`src/core/lcm_regs.svh`:
```
/*
 * Register offsets, field positions and reset values of the logic cell
 * model. Assumes a byte-addressed Avalon-MM slave with 32-bit words.
 */
`ifndef LCM_REGS_SVH
`define LCM_REGS_SVH

// ==========================================================
// Offsets
`define LCM_CTRL_OFS      4'h0
`define LCM_MASK_OFS      4'h4
`define LCM_STAT_OFS      4'h8

// ==========================================================
// Control fields
`define LCM_F_MODE_LO     0
`define LCM_F_MODE_HI     1
`define LCM_F_SCH_LO      2
`define LCM_F_SCH_HI      4
`define LCM_F_CE_IN1      5
`define LCM_F_LUT_CARRY   6
`define LCM_F_PACK        7
`define LCM_F_LOCAL_REG   8
`define LCM_F_GLOBAL_REG  9
`define LCM_F_CASC_EN     10
`define LCM_F_CHIPRST_EN  11
`define LCM_F_PRE_INV     12
`define LCM_F_OE_LO       16
`define LCM_F_OE_HI       19
`define LCM_CTRL_W        20

// ==========================================================
// Status fields
`define LCM_S_Q           0
`define LCM_S_LOCAL       1
`define LCM_S_GLOBAL      2
`define LCM_S_CARRY       3
`define LCM_S_CASCADE     4
`define LCM_S_TRI         5
`define LCM_S_STORED      6

// ==========================================================
// Reset values
`define LCM_CTRL_RST      20'h00000
`define LCM_MASK_RST      16'h0000

`endif

```
`src/core/lcm_pkg.sv`:
```
/*
 * Types of the logic cell model: operating modes and asynchronous
 * control schemes. Assumes nothing of its surroundings.
 */
package lcm_pkg;

	// ==========================================================
	// Operating modes
	typedef enum logic [1:0] {
		LCM_NORMAL,
		LCM_ARITH,
		LCM_UPDOWN,
		LCM_CLRCNT
	} lcm_mode_type;

	// ==========================================================
	// Asynchronous clear, preset and load schemes
	typedef enum logic [2:0] {
		LCM_SCH_CLEAR,
		LCM_SCH_PRESET,
		LCM_SCH_CLR_PRE,
		LCM_SCH_LOAD_CLR,
		LCM_SCH_LOAD_PRE,
		LCM_SCH_LOAD
	} lcm_scheme_type;

endpackage

```
`src/core/lcm_cell.sv`:
```
/*
 * Programmable logic cell: table, one register, four modes, six
 * asynchronous control schemes, chip-wide reset and tri-state
 * emulation, configured over an Avalon-MM slave.
 * Assumes one clock mclk; the cell clock arrives as a one-cycle
 * enable cell_tick; all pins are synchronous to mclk.
 */
// Functional notes
// [RULE_01] Four modes: normal, arithmetic, up/down, clearable
// [RULE_02] Register has synchronous enable, input one optional
// [RULE_03] Normal: four-input table, carry or input three
// [RULE_04] Cascade combine; register or table drives outputs
// [RULE_05] Packing: input four loads register, outputs independent
// [RULE_06] Arithmetic: sum table and carry table
// [RULE_07] Arithmetic still allows cascade chain
// [RULE_08] Up/down: enables, direction, load multiplexer
// [RULE_09] Counters loadable asynchronously via clear/preset
// [RULE_10] Clearable: cascade-in is synchronous clear, ANDed
// [RULE_11] Tri-state emulation: contention low, float high
// [RULE_12] Clear and preset active low, unused high
// [RULE_13] Control A copies input three immediately
// [RULE_14] Six asynchronous control schemes
// [RULE_15] Clear scheme: either control line clears
// [RULE_16] Chip-wide reset overrides everything when enabled
// [RULE_17] Inverted registers show preset under chip reset
// [RULE_18] Preset by loading one or inverted clear
// [RULE_19] Clear-preset: A presets, B clears
// [RULE_20] Load-clear: A loads, B clears
// [RULE_21] Load-preset: stored inverted, B presets, A loads
// [RULE_22] Counters update only with both enables
`include "lcm_regs.svh"

module lcm_cell (
	input  wire logic        mclk,
	input  wire logic        resetn,
	input  wire logic [3:0]  avs_address,
	input  wire logic        avs_read,
	input  wire logic        avs_write,
	input  wire logic [31:0] avs_writedata,
	input  wire logic [3:0]  avs_byteenable,
	output logic [31:0]      avs_readdata,
	output logic             avs_waitrequest,
	input  wire logic        cell_tick,
	input  wire logic        cell_input_one,
	input  wire logic        cell_input_two,
	input  wire logic        cell_input_three,
	input  wire logic        cell_input_four,
	input  wire logic        carry_in,
	input  wire logic        cascade_in,
	input  wire logic        cluster_control_a,
	input  wire logic        cluster_control_b,
	input  wire logic        chip_reset_n,
	output logic             local_out,
	output logic             global_out,
	output logic             carry_out,
	output logic             cascade_out,
	output logic             tri_bus_out
);

	// ==========================================================
	// Declarations
	logic [`LCM_CTRL_W-1:0]  ctrl_reg;
	logic [15:0]             mask_reg;
	logic                    ack_reg;
	logic [31:0]             readdata_reg;
	logic [31:0]             ctrl_merged;
	logic [31:0]             mask_merged;
	logic                    stored_reg;
	logic [31:0]             stat_word;
	lcm_pkg::lcm_mode_type   mode;
	lcm_pkg::lcm_scheme_type scheme;
	logic                    pre_n;
	logic                    clr_n;
	logic                    inv;
	logic                    chip_rst;
	logic                    forced;
	logic                    store_eff;
	logic                    q;
	logic [3:0]              lut_idx;
	logic                    lut_f4;
	logic                    lut_lo;
	logic                    lut_hi;
	logic                    comb_out;
	logic                    carry_int;
	logic                    casc_int;
	logic                    d_val;
	logic                    upd;
	logic                    ce;
	logic                    bus_val;
	logic                    wr_go;
	logic                    rd_start;

	// Load of a value through both active-low controls: {pre_n, clr_n}
	function automatic logic [1:0] load_ctl(input logic ctl,
		input logic d);
		load_ctl = {~(ctl & d), ~(ctl & ~d)};
	endfunction

	// Byte-enable merge of one 32-bit write onto a register value
	function automatic logic [31:0] be_merge(input logic [31:0] old,
		input logic [31:0] wd, input logic [3:0] be);
		logic [31:0] r;
		r = old;
		for (int i = 0; i < 4; i++) begin
			if (be[i]) begin
				r[i*8 +: 8] = wd[i*8 +: 8];
			end
		end
		be_merge = r;
	endfunction

	// ==========================================================
	// Avalon-MM slave
	// One wait cycle on every access keeps read data registered.
	assign avs_waitrequest = (avs_read | avs_write) & ~ack_reg;
	assign wr_go           = avs_write & ack_reg;
	assign rd_start        = avs_read & ~ack_reg;
	assign avs_readdata    = readdata_reg;

	// Merged words are cut to register width at the store
	assign ctrl_merged = be_merge({12'h000, ctrl_reg}, avs_writedata,
		avs_byteenable);
	assign mask_merged = be_merge({16'h0000, mask_reg}, avs_writedata,
		avs_byteenable);

	always_ff @(posedge mclk) begin
		if (!resetn) begin
			ack_reg <= 1'b0;
		end else begin
			ack_reg <= (avs_read | avs_write) & ~ack_reg;
		end
	end

	always_ff @(posedge mclk) begin
		if (!resetn) begin
			ctrl_reg <= `LCM_CTRL_RST;
		end else if (wr_go && avs_address == `LCM_CTRL_OFS) begin
			ctrl_reg <= ctrl_merged[`LCM_CTRL_W-1:0];
		end
	end

	always_ff @(posedge mclk) begin
		if (!resetn) begin
			mask_reg <= `LCM_MASK_RST;
		end else if (wr_go && avs_address == `LCM_MASK_OFS) begin
			mask_reg <= mask_merged[15:0];
		end
	end

	always_comb begin
		stat_word                 = 32'h00000000;
		stat_word[`LCM_S_Q]       = q;
		stat_word[`LCM_S_LOCAL]   = local_out;
		stat_word[`LCM_S_GLOBAL]  = global_out;
		stat_word[`LCM_S_CARRY]   = carry_out;
		stat_word[`LCM_S_CASCADE] = cascade_out;
		stat_word[`LCM_S_TRI]     = tri_bus_out;
		stat_word[`LCM_S_STORED]  = stored_reg;
	end

	always_ff @(posedge mclk) begin
		if (!resetn) begin
			readdata_reg <= 32'h00000000;
		end else if (rd_start) begin
			case (avs_address)
				`LCM_CTRL_OFS: readdata_reg <= {12'h000, ctrl_reg};
				`LCM_MASK_OFS: readdata_reg <= {16'h0000, mask_reg};
				`LCM_STAT_OFS: readdata_reg <= stat_word;
				default:       readdata_reg <= 32'h00000000;
			endcase
		end
	end

	// ==========================================================
	// Configuration decode
	assign mode   = lcm_pkg::lcm_mode_type'(
		ctrl_reg[`LCM_F_MODE_HI:`LCM_F_MODE_LO]);
	assign scheme = lcm_pkg::lcm_scheme_type'(
		ctrl_reg[`LCM_F_SCH_HI:`LCM_F_SCH_LO]);

	// ==========================================================
	// Asynchronous control schemes
	// Internal controls stay high when a scheme leaves them unused.
	always_comb begin
		pre_n = 1'b1;                                  // [RULE_12]
		clr_n = 1'b1;                                  // [RULE_12]
		inv   = 1'b0;
		case (scheme)                                  // [RULE_14]
			lcm_pkg::LCM_SCH_CLEAR: begin
				clr_n = ~(cluster_control_a | cluster_control_b); // [RULE_15]
			end
			lcm_pkg::LCM_SCH_PRESET: begin
				if (ctrl_reg[`LCM_F_PRE_INV]) begin
					inv   = 1'b1;                      // [RULE_18]
					clr_n = ~cluster_control_a;        // [RULE_18]
				end else begin
					{pre_n, clr_n} = load_ctl(cluster_control_a, 1'b1); // [RULE_18]
				end
			end
			lcm_pkg::LCM_SCH_CLR_PRE: begin
				{pre_n, clr_n} = load_ctl(cluster_control_a, 1'b1); // [RULE_19]
				clr_n = clr_n & ~cluster_control_b;    // [RULE_19]
			end
			lcm_pkg::LCM_SCH_LOAD_CLR: begin
				{pre_n, clr_n} = load_ctl(cluster_control_a,
					cell_input_three);                 // [RULE_20]
				clr_n = clr_n & ~cluster_control_b;    // [RULE_20]
			end
			lcm_pkg::LCM_SCH_LOAD_PRE: begin
				inv = 1'b1;                            // [RULE_21]
				{pre_n, clr_n} = load_ctl(cluster_control_a,
					~cell_input_three);                // [RULE_21]
				clr_n = clr_n & ~cluster_control_b;    // [RULE_21]
			end
			lcm_pkg::LCM_SCH_LOAD: begin
				{pre_n, clr_n} = load_ctl(cluster_control_a,
					cell_input_three);                 // [RULE_13]
			end
			default: begin
				pre_n = 1'b1;
				clr_n = 1'b1;
			end
		endcase
	end

	// Forced value shows at once; the register catches it at the edge.
	// Clear wins over preset when both act.
	assign chip_rst = ctrl_reg[`LCM_F_CHIPRST_EN] & ~chip_reset_n;

	always_comb begin
		forced    = 1'b1;
		store_eff = 1'b0;
		if (chip_rst) begin
			store_eff = 1'b0;                          // [RULE_16]
		end else if (!clr_n) begin
			store_eff = 1'b0;                          // [RULE_09]
		end else if (!pre_n) begin
			store_eff = 1'b1;                          // [RULE_09]
		end else begin
			forced    = 1'b0;
			store_eff = stored_reg;
		end
	end

	// Inverted storage reads as one after chip reset
	assign q = store_eff ^ inv;                        // [RULE_17]

	// ==========================================================
	// Function generator
	lcm_lut u_lut (
		.mask  (mask_reg),
		.idx   (lut_idx),
		.f4    (lut_f4),
		.f3_lo (lut_lo),
		.f3_hi (lut_hi)
	);

	// ==========================================================
	// Mode datapath
	assign ce = ctrl_reg[`LCM_F_CE_IN1] ? cell_input_one : 1'b1; // [RULE_02]

	always_comb begin
		lut_idx   = 4'h0;
		comb_out  = 1'b0;
		carry_int = 1'b0;
		casc_int  = 1'b0;
		d_val     = 1'b0;
		upd       = 1'b0;
		case (mode)                                    // [RULE_01]
			lcm_pkg::LCM_NORMAL: begin
				lut_idx = {cell_input_four,
					ctrl_reg[`LCM_F_LUT_CARRY] ? carry_in
						: cell_input_three,
					cell_input_two, cell_input_one};   // [RULE_03]
				comb_out = lut_f4;
				casc_int = ctrl_reg[`LCM_F_CASC_EN]
					? (lut_f4 & cascade_in) : lut_f4;  // [RULE_04]
				d_val = ctrl_reg[`LCM_F_PACK]
					? cell_input_four : casc_int;      // [RULE_05]
				upd = ce;                              // [RULE_02]
			end
			lcm_pkg::LCM_ARITH: begin
				lut_idx   = {1'b0, carry_in, cell_input_two,
					cell_input_one};                   // [RULE_06]
				comb_out  = lut_lo;                    // [RULE_06]
				carry_int = lut_hi;                    // [RULE_06]
				casc_int  = ctrl_reg[`LCM_F_CASC_EN]
					? (lut_lo & cascade_in) : lut_lo;  // [RULE_07]
				d_val = lut_lo;
				upd   = ce;                            // [RULE_02]
			end
			lcm_pkg::LCM_UPDOWN: begin
				// Input two enables counting, input four selects load
				lut_idx   = {1'b0, carry_in, q, cascade_in}; // [RULE_08]
				comb_out  = lut_lo;
				carry_int = lut_hi;                    // [RULE_08]
				casc_int  = lut_lo;
				d_val = cell_input_four
					? cell_input_three : lut_lo;       // [RULE_08]
				upd = ce & cell_input_two;             // [RULE_22]
			end
			lcm_pkg::LCM_CLRCNT: begin
				// Direction fixed; cascade-in low clears synchronously
				lut_idx   = {1'b0, carry_in, q, 1'b1};
				comb_out  = lut_lo;
				carry_int = lut_hi;
				casc_int  = lut_lo;
				d_val = (cell_input_four ? cell_input_three : lut_lo)
					& cascade_in;                      // [RULE_10]
				upd = ce & cell_input_two;             // [RULE_22]
			end
			default: begin
				upd = 1'b0;
			end
		endcase
	end

	// ==========================================================
	// Cell register
	always_ff @(posedge mclk) begin
		if (!resetn) begin
			stored_reg <= 1'b0;
		end else if (forced) begin
			stored_reg <= store_eff;                   // [RULE_16]
		end else if (cell_tick && upd) begin
			stored_reg <= d_val ^ inv;                 // [RULE_21]
		end
	end

	// ==========================================================
	// Outputs
	assign local_out   = ctrl_reg[`LCM_F_LOCAL_REG] ? q : comb_out;  // [RULE_05]
	assign global_out  = ctrl_reg[`LCM_F_GLOBAL_REG] ? q : comb_out; // [RULE_05]
	assign carry_out   = carry_int;
	assign cascade_out = casc_int;

	lcm_tri_emul u_tri (
		.drv ({casc_int, carry_int, comb_out, q}),
		.oe  (ctrl_reg[`LCM_F_OE_HI:`LCM_F_OE_LO]),
		.bus (bus_val)                                 // [RULE_11]
	);

	assign tri_bus_out = bus_val;

endmodule

```
`src/core/lcm_lut.sv`:
```
/*
 * Function generator of the cell: one four-input table, also read as
 * two three-input tables (low and high halves). Purely combinational.
 */
module lcm_lut (
	input  wire logic [15:0] mask,
	input  wire logic [3:0]  idx,
	output logic             f4,
	output logic             f3_lo,
	output logic             f3_hi
);

	// ==========================================================
	// Table lookup
	assign f4    = mask[idx];
	assign f3_lo = mask[{1'b0, idx[2:0]}];
	assign f3_hi = mask[{1'b1, idx[2:0]}];

endmodule

```
`src/core/lcm_tri_emul.sv`:
```
/*
 * Emulated internal tri-state bus built from a multiplexer.
 * Assumes four drivers, each with its own enable.
 */
module lcm_tri_emul (
	input  wire logic [3:0] drv,
	input  wire logic [3:0] oe,
	output logic            bus
);

	// ==========================================================
	// Resolution
	always_comb begin
		case (oe)
			4'h0:    bus = 1'b1;    // Floating bus reads high
			4'h1:    bus = drv[0];
			4'h2:    bus = drv[1];
			4'h4:    bus = drv[2];
			4'h8:    bus = drv[3];
			default: bus = 1'b0;    // Contention resolves low
		endcase
	end

endmodule

```
`config.mk`:
```
export PLATFORM = sky130hd
export DESIGN_NAME = lcm_cell
export DESIGN_NICKNAME = d
export VERILOG_FILES = /design/src/core/lcm_pkg.sv /design/src/core/lcm_cell.sv /design/src/core/lcm_lut.sv /design/src/core/lcm_tri_emul.sv
export VERILOG_INCLUDE_DIRS = /design/src /design/src/core
export SDC_FILE = /design/constraint.sdc
export NUM_CORES = 1
export LEC_CHECK = 0
export BUFFER_PORTS_ARGS = -buffer_cell sky130_fd_sc_hd__buf_4
export CORE_MARGIN = 10
export CORE_UTILIZATION = 38
export DETAILED_ROUTE_END_ITERATION = 10
export PLACE_DENSITY = 0.62
export RECOVER_POWER = 100
export SLEW_MARGIN = 10
export SYNTH_ARGS = -nofsm -noshare
export SYNTH_HDL_FRONTEND = slang
export SYNTH_SLANG_ARGS = --single-unit
```
`constraint.sdc`:
```
create_clock -name mclk -period 3.7 [get_ports mclk]
set_input_delay 0.555 -clock mclk [delete_from_list [all_inputs] [get_ports mclk]]
set_output_delay 0.555 -clock mclk [all_outputs]
set_load 0.05 [all_outputs]
```
==> results.cfg <==
[grt]
grt_max_degree = 60
globalRouteMet2Util = 0.2120
groute.layer.met1.usage = 0.1875
first_global_vias = 2769
grt_pass1_wl_mm = 14.77
met3_layer_usage_reported_by_global_route = 0.04649
antenna_found_initial = 0
global_route.peak_usage_layer = met2
grt_usage = 0.1415
grt_overflow = 0

[logic_synthesis]
ys.flop_type = dfxtp_1
syn-instance-count = 374
netlist_top_cells_area = dfxtp_1 35%, mux2i_1 15%, nor2b_1 8.2%
async_flop_share = 0
yosys-top-cells-count = 58 x dfxtp_1, 49 x mux2i_1, 43 x nor2b_1
syn-mean-instance-area_um2 = 8.748
postSynthRegisterBits = 58
synth_top_area_share = 0.3549
ys_types = 46
leading_cell_type_by_number_of_instances_after_synthesis = dfxtp_1
synth.yosys.seq_area_share = 0.3549
number_of_enable_flip_flop_cells_after_synthesis = 0
mappedNetlistArea_um2 = 3272
yosys.area.top_type = dfxtp_1
yosysWarnings = 0

[worst_setup_path]
worstSetupPathType = reg2out
critical_path.n_buffers_inverters = 1
crit_path_max_fanout = 9
crit_path_max_incr_delay_ns = 0.41
cpLargestDelayFamily = multiplexers
worst_ep_arrival_time_ns = 2.96
critPathCaptureType = primary output
worst_setup_path_start_kind = flip-flop
crit_slowest_cell = dfxtp_4
crit_required_ns = 3.14
cpMostUsedCell = mux2i_1
crit_chain = mux2i_1, nor2_1, a22oi_1, o21ba_4, xor2_4, mux2i_1, mux2_2, mux2_4, o21ai_1, clkbuf_4

[route]
route.detailed.wl_per_inst_um = 16.96
drt_pre_antenna_iters = 5
antenna_left = 0
final_routed_wirelength_mm = 9.195
remaining_drc_errors = 0
detailroute.via_count = 2820
dr.first_iter.drc_count = 271
viasPerCell = 5.203

[clock_network]
cts_inserted_buffers = 9
ctsHoldBuffers = 0
cts.sinks = 58
worstSkewPairLatency_ns = 0.34
clk_path_buf_depth = 2
clkSlewWorstSetupHoldPaths_ns = 0.06
cts_tree = built
cts_max_level = 3
ctsRootBufferMaster = clkbuf_8

[sta]
timing.clock.skew_ns = 0.006636
worst_hold_margin_ns = 0.4687
final_min_period_over_clock_period = 0.9495
timing.max_slew.rel_slack = -0.3515
fin_tns_setup_ns = 0
fmax_mhz = 284.6
final.setup.worst_slack_ns = 0.1868
final_max_slew_viol_count = 60
final_hold_viol_count = 0
setup-violations-final = 0
rsz0062_at_grt = false
fin_crit_period_ns = 3.513
tightest_slew_ns = 2.027

[floorplan]
die-height_um = 112.8
dieWidth_um = 112.8
start_util = 0.3942
placeableCoreArea_um2 = 8299
num_io_pins = 92
die-area_um2 = 12720
std_cell_rows = 33

[flow_run]
drv.max_cap_violation_count = 1

[placement]
postPlaceCellArea_um2 = 3797
place_hpwl_mm = 6.857
io_buf_count = 66
gp_congestion = 0.8763
pre_cts_slack_ns = 0.1001

[run_status]
violated_checks = capacitance limit, slew limit
outcome = finished, violations left

[pwr]
power.leakage_nw = 1.349
ir_worst_vdd_mv = 0.1510
power_density_nw_per_um2 = 338.8
total_power_w = 0.001331

[cells_and_area]
final_cell_area_um2 = 3928
nets = 487
area_delta_synth_final_pct = 20.04
diodes = 0
final.fill_count = 803
drive_gt1_frac = 0.1876

[hold_path]
timing.hold.worst.class = reg2reg
path summary, 6_finish.rpt:
check | startpoint | end | slack (ns) | depth (start not counted)
setup / recovery | ctrl_reg[3] | local_out | 0.19 | 10
hold / removal | avs_readdata[17] | avs_readdata[17] | 0.47 | 2
setup reg to reg | ctrl_reg[3] | avs_readdata[1] | 0.96 | 10
hold reg to reg | avs_readdata[17] | avs_readdata[17] | 0.47 | 2
repair_timing:
item / 4_1_cts / 5_1_grt
pin swaps: 0 / 1
buffers inserted: 0 / 2
resized for setup: 4 / 6
endpoints found under the setup margin: 3 / 4
kinds of logic after synthesis:
family | count (synthesis) | share of synthesized area
AO/OA/AOI/OAI | 71 | 0.1453
multiplexers | 55 | 0.1751
flip-flops | 58 | 0.3549
AND/OR/NAND/NOR | 147 | 0.2444
buffers and inverters | 40 | 0.06233
XOR/XNOR | 2 | 0.01683
other | 1 | 0.001146
power breakdown:
| group | switching (W) | internal (W) |
|---|---|---|
| clock network | 0.000243 | 0.000324 |
| logic | 0.0000839 | 0.0000515 |
| registers | 0.00000301 | 0.000625 |
| total | 0.000330 | 0.00100 |
cell type report:
| cell class | instances | area, µm² | area share |
|---|---|---|---|
| multi-input cells | 287 | 1969 | 0.5014 |
| repair buffers | 72 | 451.7 | 0.1150 |
| clock inverters | 3 | 40.04 | 0.01019 |
| flip-flops and latches | 58 | 1171 | 0.2982 |
| well taps | 105 | 131.4 | 0.03345 |
| clock buffers | 12 | 145.1 | 0.03695 |
| inverters | 5 | 18.77 | 0.004779 |
cells in the final DEF, fill, tap and decap left out, types with 13 or more instances in the layout:
cell type,Yosys,final
a22oi_1,13,13
mux2i_1,49,48
nor2b_1,43,43
buf_4,12,45
dfxtp_1,58,54
nor2_1,13,13
nand2_1,36,36
nand3_1,14,14
o21ai_0,28,25
clkbuf_1,21,25
metal layers:
layer	routed length (µm)	vias up
met3	690	7
li1	-	1415
met2	4036	91
met1	4357	1307
met5	0	-
met4	111	0
worst reg2reg max path: stages, from the launching register on:
cell and delay, ns:
dfxtp_4 0.41, mux2i_1 0.23, nor2_1 0.06, a22oi_1 0.19
o21ba_4 0.23, xor2_4 0.22, mux2i_1 0.18, mux2_2 0.34
mux2_4 0.30, or3_1 0.35, a31oi_1 0.16
per-stage QoR:
step / std cells / util
final: 542 / 0.4732
after CTS: 540 / 0.4805
after global routing: 542 / 0.4732
after detailed placement: 525 / 0.4576
after floorplan: 385 / -
after global placement: 525 / 0.4576
Power figures use the tool's default switching activity.
